==> config.mk <==
export PLATFORM = sky130hd
export DESIGN_NAME = ioxc_core
export DESIGN_NICKNAME = d
export VERILOG_FILES = /design/src/ioxc_pkg.sv /design/src/ioxc_sync.sv /design/src/ioxc_port_bank.sv /design/src/ioxc_core.sv
export SDC_FILE = /design/constraint.sdc
export NUM_CORES = 1
export LEC_CHECK = 0
export ABC_AREA = 1
export ABC_CLOCK_PERIOD_IN_PS = 2900
export BUFFER_PORTS_ARGS = -buffer_cell sky130_fd_sc_hd__buf_4
export CAP_MARGIN = 0
export CORE_ASPECT_RATIO = 1.4
export CORE_UTILIZATION = 50
export DETAILED_ROUTE_END_ITERATION = 7
export MAX_ROUTING_LAYER = met4
export PLACE_DENSITY = 0.71
export SYNTH_ARGS = -nofsm -noshare
export SYNTH_HDL_FRONTEND = slang
export SYNTH_HIERARCHICAL = 1
export SYNTH_SLANG_ARGS = --single-unit
==> constraint.sdc <==
create_clock -name ref_clk -period 2.9 [get_ports ref_clk]
set_clock_uncertainty 0.2 [all_clocks]
set_input_delay 0.58 -clock ref_clk [delete_from_list [all_inputs] [get_ports ref_clk]]
set_output_delay 0.58 -clock ref_clk [all_outputs]
set_load 0.02 [all_outputs]
==> src/ioxc_pkg.sv <==
// Shared constants, types and state encoding for the I/O expander core
package ioxc_pkg;

    // ************************************************************
    // Bus addressing and register map
    // ************************************************************
    localparam logic [3:0] ADDR_FIXED  = 4'h4;  // Upper address nibble
    localparam logic [2:0] REG_IN0     = 3'h0;
    localparam logic [2:0] REG_IN1     = 3'h1;
    localparam logic [2:0] REG_DRIVE0  = 3'h2;
    localparam logic [2:0] REG_DRIVE1  = 3'h3;
    localparam logic [2:0] REG_INVERT0 = 3'h4;
    localparam logic [2:0] REG_INVERT1 = 3'h5;
    localparam logic [2:0] REG_DIR0    = 3'h6;
    localparam logic [2:0] REG_DIR1    = 3'h7;

    // Register pair codes, pointer bits 2:1
    localparam logic [1:0] PAIR_INPUT  = 2'h0;
    localparam logic [1:0] PAIR_DRIVE  = 2'h1;
    localparam logic [1:0] PAIR_INVERT = 2'h2;
    localparam logic [1:0] PAIR_DIR    = 2'h3;

    // ************************************************************
    // Reset values
    // ************************************************************
    localparam logic [7:0] DRIVE_RST   = 8'hff;
    localparam logic [7:0] INVERT_RST  = 8'h00;
    localparam logic [7:0] DIR_RST     = 8'hff;
    localparam logic [7:0] PTR_RST     = 8'h00;

    // ************************************************************
    // Serial framing and timing
    // ************************************************************
    localparam logic [3:0] BITS_DONE     = 4'h8;  // Bits in one byte
    localparam int         CLK_PERIOD_NS = 10;
    localparam int         INT_VALID_NS  = 4000;  // Interrupt settling
    localparam int         INT_VALID_CYC = (INT_VALID_NS / CLK_PERIOD_NS
                                            < 1) ? 1 :
                                           INT_VALID_NS / CLK_PERIOD_NS;
    localparam logic [15:0] INT_CYC      = 16'(INT_VALID_CYC);
    localparam int         SYNC_W        = 21;    // scl, sda, 3 addr, 16

    // ************************************************************
    // Types
    // ************************************************************
    typedef enum logic [3:0] {
        S_IDLE, S_ADDR, S_ADDR_ACK, S_CMD, S_CMD_ACK,
        S_WDATA, S_WDATA_ACK, S_RDATA, S_RDATA_ACK
    } ioxc_state_t;

    typedef struct packed {
        logic       en;
        logic [1:0] pair;
        logic       port;
        logic [7:0] data;
    } ioxc_wr_t;

    typedef struct packed {
        logic [7:0] drive;
        logic [7:0] invert;
        logic [7:0] dir;
    } ioxc_cfg_t;

endpackage

==> src/ioxc_sync.sv <==
// Two-stage synchroniser for asynchronous inputs
`timescale 1ns/10ps
module ioxc_sync #(
    parameter int W = 1
) (
    input  wire logic         ref_clk,
    input  wire logic         rstn,
    input  wire logic [W-1:0] d,
    output logic      [W-1:0] q
);

    logic [W-1:0] meta_reg;
    logic [W-1:0] q_reg;

    // First stage feeds only the second
    always_ff @(posedge ref_clk or negedge rstn) begin
        if (!rstn) begin
            meta_reg <= '0;
            q_reg    <= '0;
        end else begin
            meta_reg <= d;
            q_reg    <= meta_reg;
        end
    end

    assign q = q_reg;

endmodule

==> src/ioxc_port_bank.sv <==
// One 8-bit port: drive, invert and direction registers plus change detect
`timescale 1ns/10ps
module ioxc_port_bank #(
    parameter logic PORT_ID = 1'b0
) (
    input  wire logic               ref_clk,
    input  wire logic               rstn,
    input  wire ioxc_pkg::ioxc_wr_t wr,
    input  wire logic               rd_clear,
    input  wire logic [7:0]         pin_lvl,
    output ioxc_pkg::ioxc_cfg_t     cfg,
    output logic      [7:0]         level,
    output logic      [7:0]         pin_out,
    output logic      [7:0]         pin_oe,
    output logic                    change
);
    import ioxc_pkg::*;

    ioxc_cfg_t  cfg_reg;
    ioxc_cfg_t  cfg_next;
    logic [7:0] captured_reg;
    logic [2:0] prime_reg;
    wire        hit = wr.en && (wr.port == PORT_ID);

    // ************************************************************
    // Register writes; input pair writes fall through unused
    // ************************************************************
    assign cfg_next.drive  = (hit && wr.pair == PAIR_DRIVE) ? wr.data
                             : cfg_reg.drive;
    assign cfg_next.invert = (hit && wr.pair == PAIR_INVERT) ? wr.data
                             : cfg_reg.invert;
    assign cfg_next.dir    = (hit && wr.pair == PAIR_DIR) ? wr.data
                             : cfg_reg.dir;

    // Configuration storage
    always_ff @(posedge ref_clk or negedge rstn) begin
        if (!rstn) begin
            cfg_reg <= '{drive: DRIVE_RST, invert: INVERT_RST, dir: DIR_RST};
        end else begin
            cfg_reg <= cfg_next;
        end
    end

    // Snapshot of pins, refreshed at start-up and on a read clear
    always_ff @(posedge ref_clk or negedge rstn) begin
        if (!rstn) begin
            prime_reg    <= 3'h0;
            captured_reg <= 8'h00;
        end else begin
            prime_reg <= {prime_reg[1:0], 1'b1};
            if (!prime_reg[2] || rd_clear) begin
                captured_reg <= pin_lvl;
            end
        end
    end

    // ************************************************************
    // Pin drive and read view
    // ************************************************************
    assign cfg     = cfg_reg;
    assign level   = pin_lvl ^ cfg_reg.invert;
    assign pin_out = cfg_reg.drive;
    assign pin_oe  = ~cfg_reg.dir;

    // Only input pins compared, so outputs never raise a change
    wire [7:0] diff_in = (pin_lvl ^ captured_reg) & cfg_reg.dir;
    assign change = prime_reg[2] & (|diff_in);

endmodule

==> src/ioxc_core.sv <==
// Register core of a 16-bit I/O expander on a two-wire serial bus
//
// Contract
// - Slave address low three bits come from the address-select pins.
// - Address byte last bit: 1 means read, 0 means write.
// - First byte after a write address is stored in a hidden pointer.
// - Pointer bits 2:0 pick input, drive, invert or direction register.
// - Input registers show sampled pin levels, inputs and outputs alike.
// - Writes to input registers are acknowledged and thrown away.
// - Drive bits set pin level only while the pin is an output.
// - Reading a drive register returns the stored value, not pins.
// - Invert bit 1 flips the level shown in the input register.
// - Direction bit 1 makes the pin an input, 0 an output.
// - Outputs drive high or low actively; inputs have both drivers off.
// - Reset loads register defaults and clears the rest, idling the bus; release starts operation.
// - Any edge on an input pin raises interrupt after a settling delay.
// - Interrupt drops when pins return or the port is read.
// - Read clear happens at acknowledge bit after clock rises.
// - Any later input change after a clear raises interrupt again.
// - Output pins never raise the interrupt.
// - Switching output to input with mismatching level raises interrupt.
// - Successive write bytes alternate between the two pair registers.
// - Read via command and restart; bytes alternate; final byte nacked.
`timescale 1ns/10ps
module ioxc_core (
    input  wire logic       ref_clk,
    input  wire logic       rstn,
    input  wire logic       scl_in,
    input  wire logic       sda_in,
    output logic            sda_out,
    output logic            sda_oe,
    input  wire logic       addr_sel_bit0,
    input  wire logic       addr_sel_bit1,
    input  wire logic       addr_sel_bit2,
    input  wire logic [7:0] port0_pin_in,
    output logic      [7:0] port0_pin_out,
    output logic      [7:0] port0_pin_oe,
    input  wire logic [7:0] port1_pin_in,
    output logic      [7:0] port1_pin_out,
    output logic      [7:0] port1_pin_oe,
    output logic            int_n_out,
    output logic            int_n_oe
);
    import ioxc_pkg::*;

    localparam int INT_MAX = INT_VALID_CYC + 2;

    // ************************************************************
    // Input synchronisation and bus edge detection
    // ************************************************************
    logic [SYNC_W-1:0] sync_q;
    ioxc_sync #(.W(SYNC_W)) u_sync (
        .ref_clk (ref_clk),
        .rstn    (rstn),
        .d       ({scl_in, sda_in, addr_sel_bit2, addr_sel_bit1,
                   addr_sel_bit0, port1_pin_in, port0_pin_in}),
        .q       (sync_q)
    );

    wire       scl_s  = sync_q[20];
    wire       sda_s  = sync_q[19];
    wire [2:0] addr_s = sync_q[18:16];
    wire [7:0] lvl1_s = sync_q[15:8];
    wire [7:0] lvl0_s = sync_q[7:0];

    logic scl_d_reg;
    logic sda_d_reg;

    // Previous line levels for edge finding
    always_ff @(posedge ref_clk or negedge rstn) begin
        if (!rstn) begin
            scl_d_reg <= 1'b0;
            sda_d_reg <= 1'b0;
        end else begin
            scl_d_reg <= scl_s;
            sda_d_reg <= sda_s;
        end
    end

    // Start, stop and clock edges
    wire scl_rise  = scl_s & ~scl_d_reg;
    wire scl_fall  = ~scl_s & scl_d_reg;
    wire scl_high  = scl_s & scl_d_reg;
    wire bus_start = scl_high & sda_d_reg & ~sda_s;
    wire bus_stop  = scl_high & ~sda_d_reg & sda_s;

    // ************************************************************
    // State, shift and pointer registers
    // ************************************************************
    ioxc_state_t state_reg, state_next;
    logic [3:0]  bitcnt_reg, bitcnt_next;
    logic [7:0]  shreg_reg, shreg_next;
    logic [7:0]  ptr_reg, ptr_next;
    logic        rw_reg, rw_next;
    logic        drv_reg, drv_next;
    logic        ack_reg, ack_next;
    ioxc_wr_t    wr_req;
    logic [1:0]  rd_clr;

    always_ff @(posedge ref_clk or negedge rstn) begin
        if (!rstn) begin
            state_reg  <= S_IDLE;
            bitcnt_reg <= 4'h0;
            shreg_reg  <= 8'h00;
            ptr_reg    <= PTR_RST;
            rw_reg     <= 1'b0;
            drv_reg    <= 1'b0;
            ack_reg    <= 1'b0;
        end else begin
            state_reg  <= state_next;
            bitcnt_reg <= bitcnt_next;
            shreg_reg  <= shreg_next;
            ptr_reg    <= ptr_next;
            rw_reg     <= rw_next;
            drv_reg    <= drv_next;
            ack_reg    <= ack_next;
        end
    end

    // ************************************************************
    // Register view and decode
    // ************************************************************
    ioxc_cfg_t  cfg0, cfg1;
    logic [7:0] lvl0, lvl1;
    logic       chg0, chg1;

    wire [7:0][7:0] reg_view = {cfg1.dir, cfg0.dir, cfg1.invert,
                                cfg0.invert, cfg1.drive, cfg0.drive,
                                lvl1, lvl0};
    wire [2:0] ptr_idx  = ptr_reg[2:0];
    wire [2:0] alt_idx  = {ptr_reg[2:1], ~ptr_reg[0]};
    wire [7:0] rd_val   = reg_view[ptr_idx];
    wire [7:0] rd_alt   = reg_view[alt_idx];
    wire [6:0] dev_addr = {ADDR_FIXED, addr_s};
    wire       byte_end = (bitcnt_reg == BITS_DONE);
    wire       in_pair  = (ptr_reg[2:1] == PAIR_INPUT);
    wire [7:0] ptr_tgl  = {ptr_reg[7:3], alt_idx};

    // Serial slave sequencing
    always_comb begin
        state_next  = state_reg;
        bitcnt_next = bitcnt_reg;
        shreg_next  = shreg_reg;
        ptr_next    = ptr_reg;
        rw_next     = rw_reg;
        drv_next    = drv_reg;
        ack_next    = ack_reg;
        wr_req      = '0;
        rd_clr      = 2'b00;
        if (bus_start) begin
            state_next  = S_ADDR;
            bitcnt_next = 4'h0;
            drv_next    = 1'b0;
        end else if (bus_stop) begin
            state_next = S_IDLE;
            drv_next   = 1'b0;
        end else if (scl_rise) begin
            if (state_reg inside {S_ADDR, S_CMD, S_WDATA}) begin
                shreg_next  = {shreg_reg[6:0], sda_s};
                bitcnt_next = bitcnt_reg + 4'h1;
            end else if (state_reg == S_RDATA) begin
                bitcnt_next = bitcnt_reg + 4'h1;
            end else if (state_reg == S_RDATA_ACK) begin
                ack_next = ~sda_s;
                if (in_pair) begin
                    rd_clr[ptr_reg[0]] = 1'b1;
                end
            end
        end else if (scl_fall) begin
            unique case (state_reg)
                S_IDLE: begin
                end
                S_ADDR: begin
                    if (byte_end) begin
                        if (shreg_reg[7:1] == dev_addr) begin
                            state_next = S_ADDR_ACK;
                            drv_next   = 1'b1;
                            rw_next    = shreg_reg[0];
                        end else begin
                            state_next = S_IDLE;
                        end
                    end
                end
                S_ADDR_ACK: begin
                    bitcnt_next = 4'h0;
                    if (rw_reg) begin
                        shreg_next = {rd_val[6:0], 1'b0};
                        drv_next   = ~rd_val[7];
                        state_next = S_RDATA;
                    end else begin
                        drv_next   = 1'b0;
                        state_next = S_CMD;
                    end
                end
                S_CMD: begin
                    if (byte_end) begin
                        ptr_next   = shreg_reg;
                        drv_next   = 1'b1;
                        state_next = S_CMD_ACK;
                    end
                end
                S_CMD_ACK, S_WDATA_ACK: begin
                    drv_next    = 1'b0;
                    bitcnt_next = 4'h0;
                    state_next  = S_WDATA;
                end
                S_WDATA: begin
                    if (byte_end) begin
                        wr_req.en   = 1'b1;
                        wr_req.pair = ptr_reg[2:1];
                        wr_req.port = ptr_reg[0];
                        wr_req.data = shreg_reg;
                        ptr_next    = ptr_tgl;
                        drv_next    = 1'b1;
                        state_next  = S_WDATA_ACK;
                    end
                end
                S_RDATA: begin
                    if (byte_end) begin
                        drv_next   = 1'b0;
                        state_next = S_RDATA_ACK;
                    end else begin
                        drv_next   = ~shreg_reg[7];
                        shreg_next = {shreg_reg[6:0], 1'b0};
                    end
                end
                S_RDATA_ACK: begin
                    ptr_next    = ptr_tgl;
                    bitcnt_next = 4'h0;
                    if (ack_reg) begin
                        shreg_next = {rd_alt[6:0], 1'b0};
                        drv_next   = ~rd_alt[7];
                        state_next = S_RDATA;
                    end else begin
                        drv_next   = 1'b0;
                        state_next = S_IDLE;
                    end
                end
            endcase
        end
    end

    // ************************************************************
    // Port banks
    // ************************************************************
    ioxc_port_bank #(.PORT_ID(1'b0)) u_bank0 (
        .ref_clk  (ref_clk),
        .rstn     (rstn),
        .wr       (wr_req),
        .rd_clear (rd_clr[0]),
        .pin_lvl  (lvl0_s),
        .cfg      (cfg0),
        .level    (lvl0),
        .pin_out  (port0_pin_out),
        .pin_oe   (port0_pin_oe),
        .change   (chg0)
    );

    ioxc_port_bank #(.PORT_ID(1'b1)) u_bank1 (
        .ref_clk  (ref_clk),
        .rstn     (rstn),
        .wr       (wr_req),
        .rd_clear (rd_clr[1]),
        .pin_lvl  (lvl1_s),
        .cfg      (cfg1),
        .level    (lvl1),
        .pin_out  (port1_pin_out),
        .pin_oe   (port1_pin_oe),
        .change   (chg1)
    );

    // ************************************************************
    // Interrupt settling and open-drain output
    // ************************************************************
    wire         mismatch = chg0 | chg1;
    logic [15:0] int_cnt_reg;
    logic        int_reg;
    wire         int_due  = (int_cnt_reg == INT_CYC);

    // Mismatch must persist for the settling time before asserting
    always_ff @(posedge ref_clk or negedge rstn) begin
        if (!rstn) begin
            int_cnt_reg <= 16'h0000;
            int_reg     <= 1'b0;
        end else begin
            int_cnt_reg <= !mismatch ? 16'h0000 :
                           (int_cnt_reg == INT_CYC) ? int_cnt_reg :
                           int_cnt_reg + 16'h0001;
            int_reg     <= mismatch && int_due;
        end
    end

    assign int_n_out = 1'b0;
    assign int_n_oe  = int_reg;
    assign sda_out   = 1'b0;
    assign sda_oe    = drv_reg;
endmodule

==> implementation parameters <==
Parameter                              Value

Routing
  ANT nets after route    0
  Via count    7,202
  Number of detailed-routing iterations run before antenna repair    7
  DRC Markers    0
  Post-detailed-route wirelength per cell    15.2 µm
  DRT iter0 DRCs    417
  Overall routed net length    21,200 µm
  Average vias per placed instance    5.15

STA
  Slew at the pin closest to its max-slew limit    651 ps
  Min cycle time layout    2760 ps
  Final Setup Violations    0
  Relative slew margins    56.6%
  Final max-slew violation count    0
  Setup repair after global routing missed its margin    no
  Maximum frequency from static timing analysis    0.363 GHz
  Setup total negative slack    0 ps
  Worst slack on hold paths    50.9 ps
  Number of endpoints with negative hold slack in the final report    0
  Tcrit/Tclk final    95.0%

Clock tree
  Buffer depth of the longest clock path    2
  Number of buffers added by the clock tree synthesis step    17
  Clock tree from TritonCTS    yes
  Clock sinks    153
  Setup fix buffers added after clock tree synthesis    0
  Level count of the clock H-tree    4
  Clock transition at the registers of the reported paths    70 ps
  Root cell of the clock tree    clkbuf_16
  Worst-skew pair later-pin latency    430 ps

Floorplanning
  Die height    158 µm
  Num ports    59
  Horizontal die dimension    113 µm
  Placement row count    56
  Die area    0.0178 mm²
  Starting density of the core    51.4%
  Area of the placeable core    0.0168 mm²

Layout
  Most frequent cells in the layout    nand2_1 (315), inv_1 (175), nand3_1 (136)
  Synth-to-Final Area Change    12.5%
  Fill count    1,577
  Final instance count without filler cells    1,398
  NumNets Final    1,212
  Share of post-route cells with drive strength above 1    19.2%
  Leading cell type in the layout, fill and taps excluded    nand2_1
  Antenna fix cells    0
  Post-Layout Inst Area    0.00971 mm²

GRT
  Maximum number of pins on one net before global-route repair    68
  Global-route met2 utilization    42.8%
  Number of global-route vias before repair    7,007
  Antenna violations before repair    0
  Layer with the highest usage    met2
  Met1 Use GR    30.5%
  Gr usage total    26.7%
  Met3 Usage GRT    4.89%
  Wire length of the first global-routing pass    35,000 µm
  Total grt overflow    0

Power and ir drop
  Leakage    4.74 nW
  Total power    6.48 mW
  Clock share of power    35.7%
  Power density normalized to cell area    667 mW/mm²
  Cell-internal power    4.24 mW
  Switching fraction of total power    34.6%
  Net switching power    2.24 mW
  Combinational Power Share    26.5%
  Fraction of power consumed by sequential logic    37.8%
  Max VDD drop    508 µV

Critical path
  Category of the worst setup path launch point    flop
  WP buf/inv    3
  Maximum net fanout on the critical path    8
  Master of the slowest instance on the critical path    nor2_1
  Register-to-register setup slack    140 ps
  Startpoint-to-endpoint class of the critical path    reg -> reg
  Most Frequent Cell on Critical Path    inv_1
  Kind of cell adding the most delay to the critical path    simple AND/OR/NAND/NOR gates
  Cell-by-cell listing of the critical path    ha_1 > nand3b_1 > nand2_1 > inv_1 > nand4_1 > buf_4 > nor2_1 > inv_1 > o21ai_1
  CP Capture Type    flop
  Worst path required time    3050 ps
  Arrival time at the worst endpoint    2910 ps
  Maximum single-stage delay on the critical path    470 ps

Yosys
  Cell count after synthesis    1,143
  Register bit total from synthesis    153
  Fraction of the yosys area taken by sequential cells    44.8%
  Synthesized area per cell    7.56 µm²
  Number of unique standard cell types used by synthesis    41
  Area of the mapped netlist    0.00864 mm²
  Number of warnings printed during yosys synthesis    6

Place
  HPWL reported at the end of detailed placement    15,900 µm
  Post-Place Cells    1,365
  Instance area after placement    0.00908 mm²
  Number of buffers added on ports    56
  GPL Wtd Cong    0.944

Min path
  Type of the worst min-delay path    in -> reg

Outcome
  Outcome    finished, final reports clean

Job
  Max Cap Viol    0
[power groups by stage]
| stage | clock network (mW) | registers [mW] | logic (mW) |
|---|---|---|---|
| final | 2.31 | 2.45 | 1.72 |
| after global routing | 2.45 | 2.47 | 1.98 |
| after CTS | 2.35 | 2.45 | 1.70 |
| after detailed placement | 0 | 2.48 | 1.70 |
| after global placement | 0 | 2.48 | 1.67 |
| after floorplan | 0 | 2.45 | 1.35 |
[worst register-to-register path: stages, from the launching register on]
cell      delay, ps
dfrtp_1         410
ha_1            230
nand3b_1        180
nand2_1         130
inv_1            90
nand4_1         240
buf_4           270
nor2_1          470
inv_1           270
o21ai_1         190
[area by class of cell]
class,instances,area [µm²],area share [%]
Sequential cell,153,3870,39.8
Multi-Input combinational cell,747,3690,38.0
Inverter,188,706,7.27
Timing Repair Buffer,75,582,5.99
Clock buffer,18,429,4.42
Tap cell,203,254,2.62
Clock inverter,14,185,1.91
[Yosys cell counts]
cell | n | area share [%]
nand2_2 | 15 | 1.1
o21ai_2 | 31 | 3.1
nand3_2 | 5 | 0.58
buf_12 | 1 | 0.23
dfrtp_1 | 121 | 35
nand3_1 | 136 | 7.9
nor2_1 | 72 | 3.1
nand2_1 | 315 | 14
nand3_4 | 1 | 0.20
buf_2 | 16 | 0.93
nor3_1 | 9 | 0.52
o21ai_1 | 37 | 2.1
nor2_8 | 1 | 0.23
nand3b_2 | 1 | 0.13
inv_2 | 12 | 0.52
nand3b_1 | 2 | 0.17
nand4_1 | 12 | 0.87
a21oi_2 | 6 | 0.61
a21oi_1 | 17 | 0.99
nor2_2 | 13 | 0.94
nor4_1 | 4 | 0.29
buf_1 | 2 | 0.087
dfstp_2 | 32 | 9.7
xor2_1 | 17 | 1.7
o21ai_0 | 21 | 1.2
buf_4 | 20 | 1.7
clkbuf_1 | 9 | 0.39
clkinv_1 | 1 | 0.043
o211ai_1 | 7 | 0.61
nor3b_1 | 2 | 0.17
inv_1 | 175 | 7.6
a211oi_1 | 1 | 0.087
or2_1 | 2 | 0.14
or2_2 | 2 | 0.14
o21a_1 | 1 | 0.087
a31oi_1 | 2 | 0.14
conb_1 | 3 | 0.13
nand2_4 | 1 | 0.13
nor2_4 | 3 | 0.39
ha_1 | 7 | 1.0
buf_6 | 8 | 1.0
[cells by family (layout without fill, tap and decap cells)]
| family | Yosys count | in the layout | share of synthesized area, % |
|---|---|---|---|
| buf+inv | 244 | 295 | 12.6 |
| compound gates | 123 | 123 | 9.03 |
| fa+ha+maj | 7 | 7 | 1.01 |
| xor+xnor | 17 | 17 | 1.72 |
| other cells | 3 | 4 | 0.130 |
| simple gates | 596 | 596 | 30.7 |
| flops | 153 | 153 | 44.8 |
[final timing paths]
| check | startpoint | end | cells after the start |
|---|---|---|---|
| setup / recovery | u_sync/q[20] | u_bank0/cfg[5] | 9 |
| hold / removal | port0_pin_in[6] | u_sync/meta_reg[6] | 1 |
| setup reg to reg | u_sync/q[20] | u_bank0/cfg[5] | 9 |
| hold reg to reg | u_sync/meta_reg[19] | u_sync/q[19] | 0 |
| max in group asynchronous | rstn | u_bank1/pin_out[1] | 3 |
| min in group asynchronous | rstn | int_cnt_reg[10] | 2 |
[per-stage QoR]
stage	util, %	setup WS [ps]
floorplan	-	247
global placement	54.0	305
detailed placement	54.0	257
CTS	57.7	222
global route	57.8	48.8
finish	57.8	144
[metal layers]
layer  routed length, µm  up-vias
met5                   0        -
met4                1350        0
met3                 779       77
met2               10400      183
met1                8660     3316
li1                    -     3626
[what timing repair did]
item | CTS | global route
resized for setup | 0 | 1
endpoints found under the setup margin | 0 | 1
endpoints found under the hold margin | 29 | 0
hold buffers | 1 | 0
No activity file was read; power rests on OpenSTA's default activity.
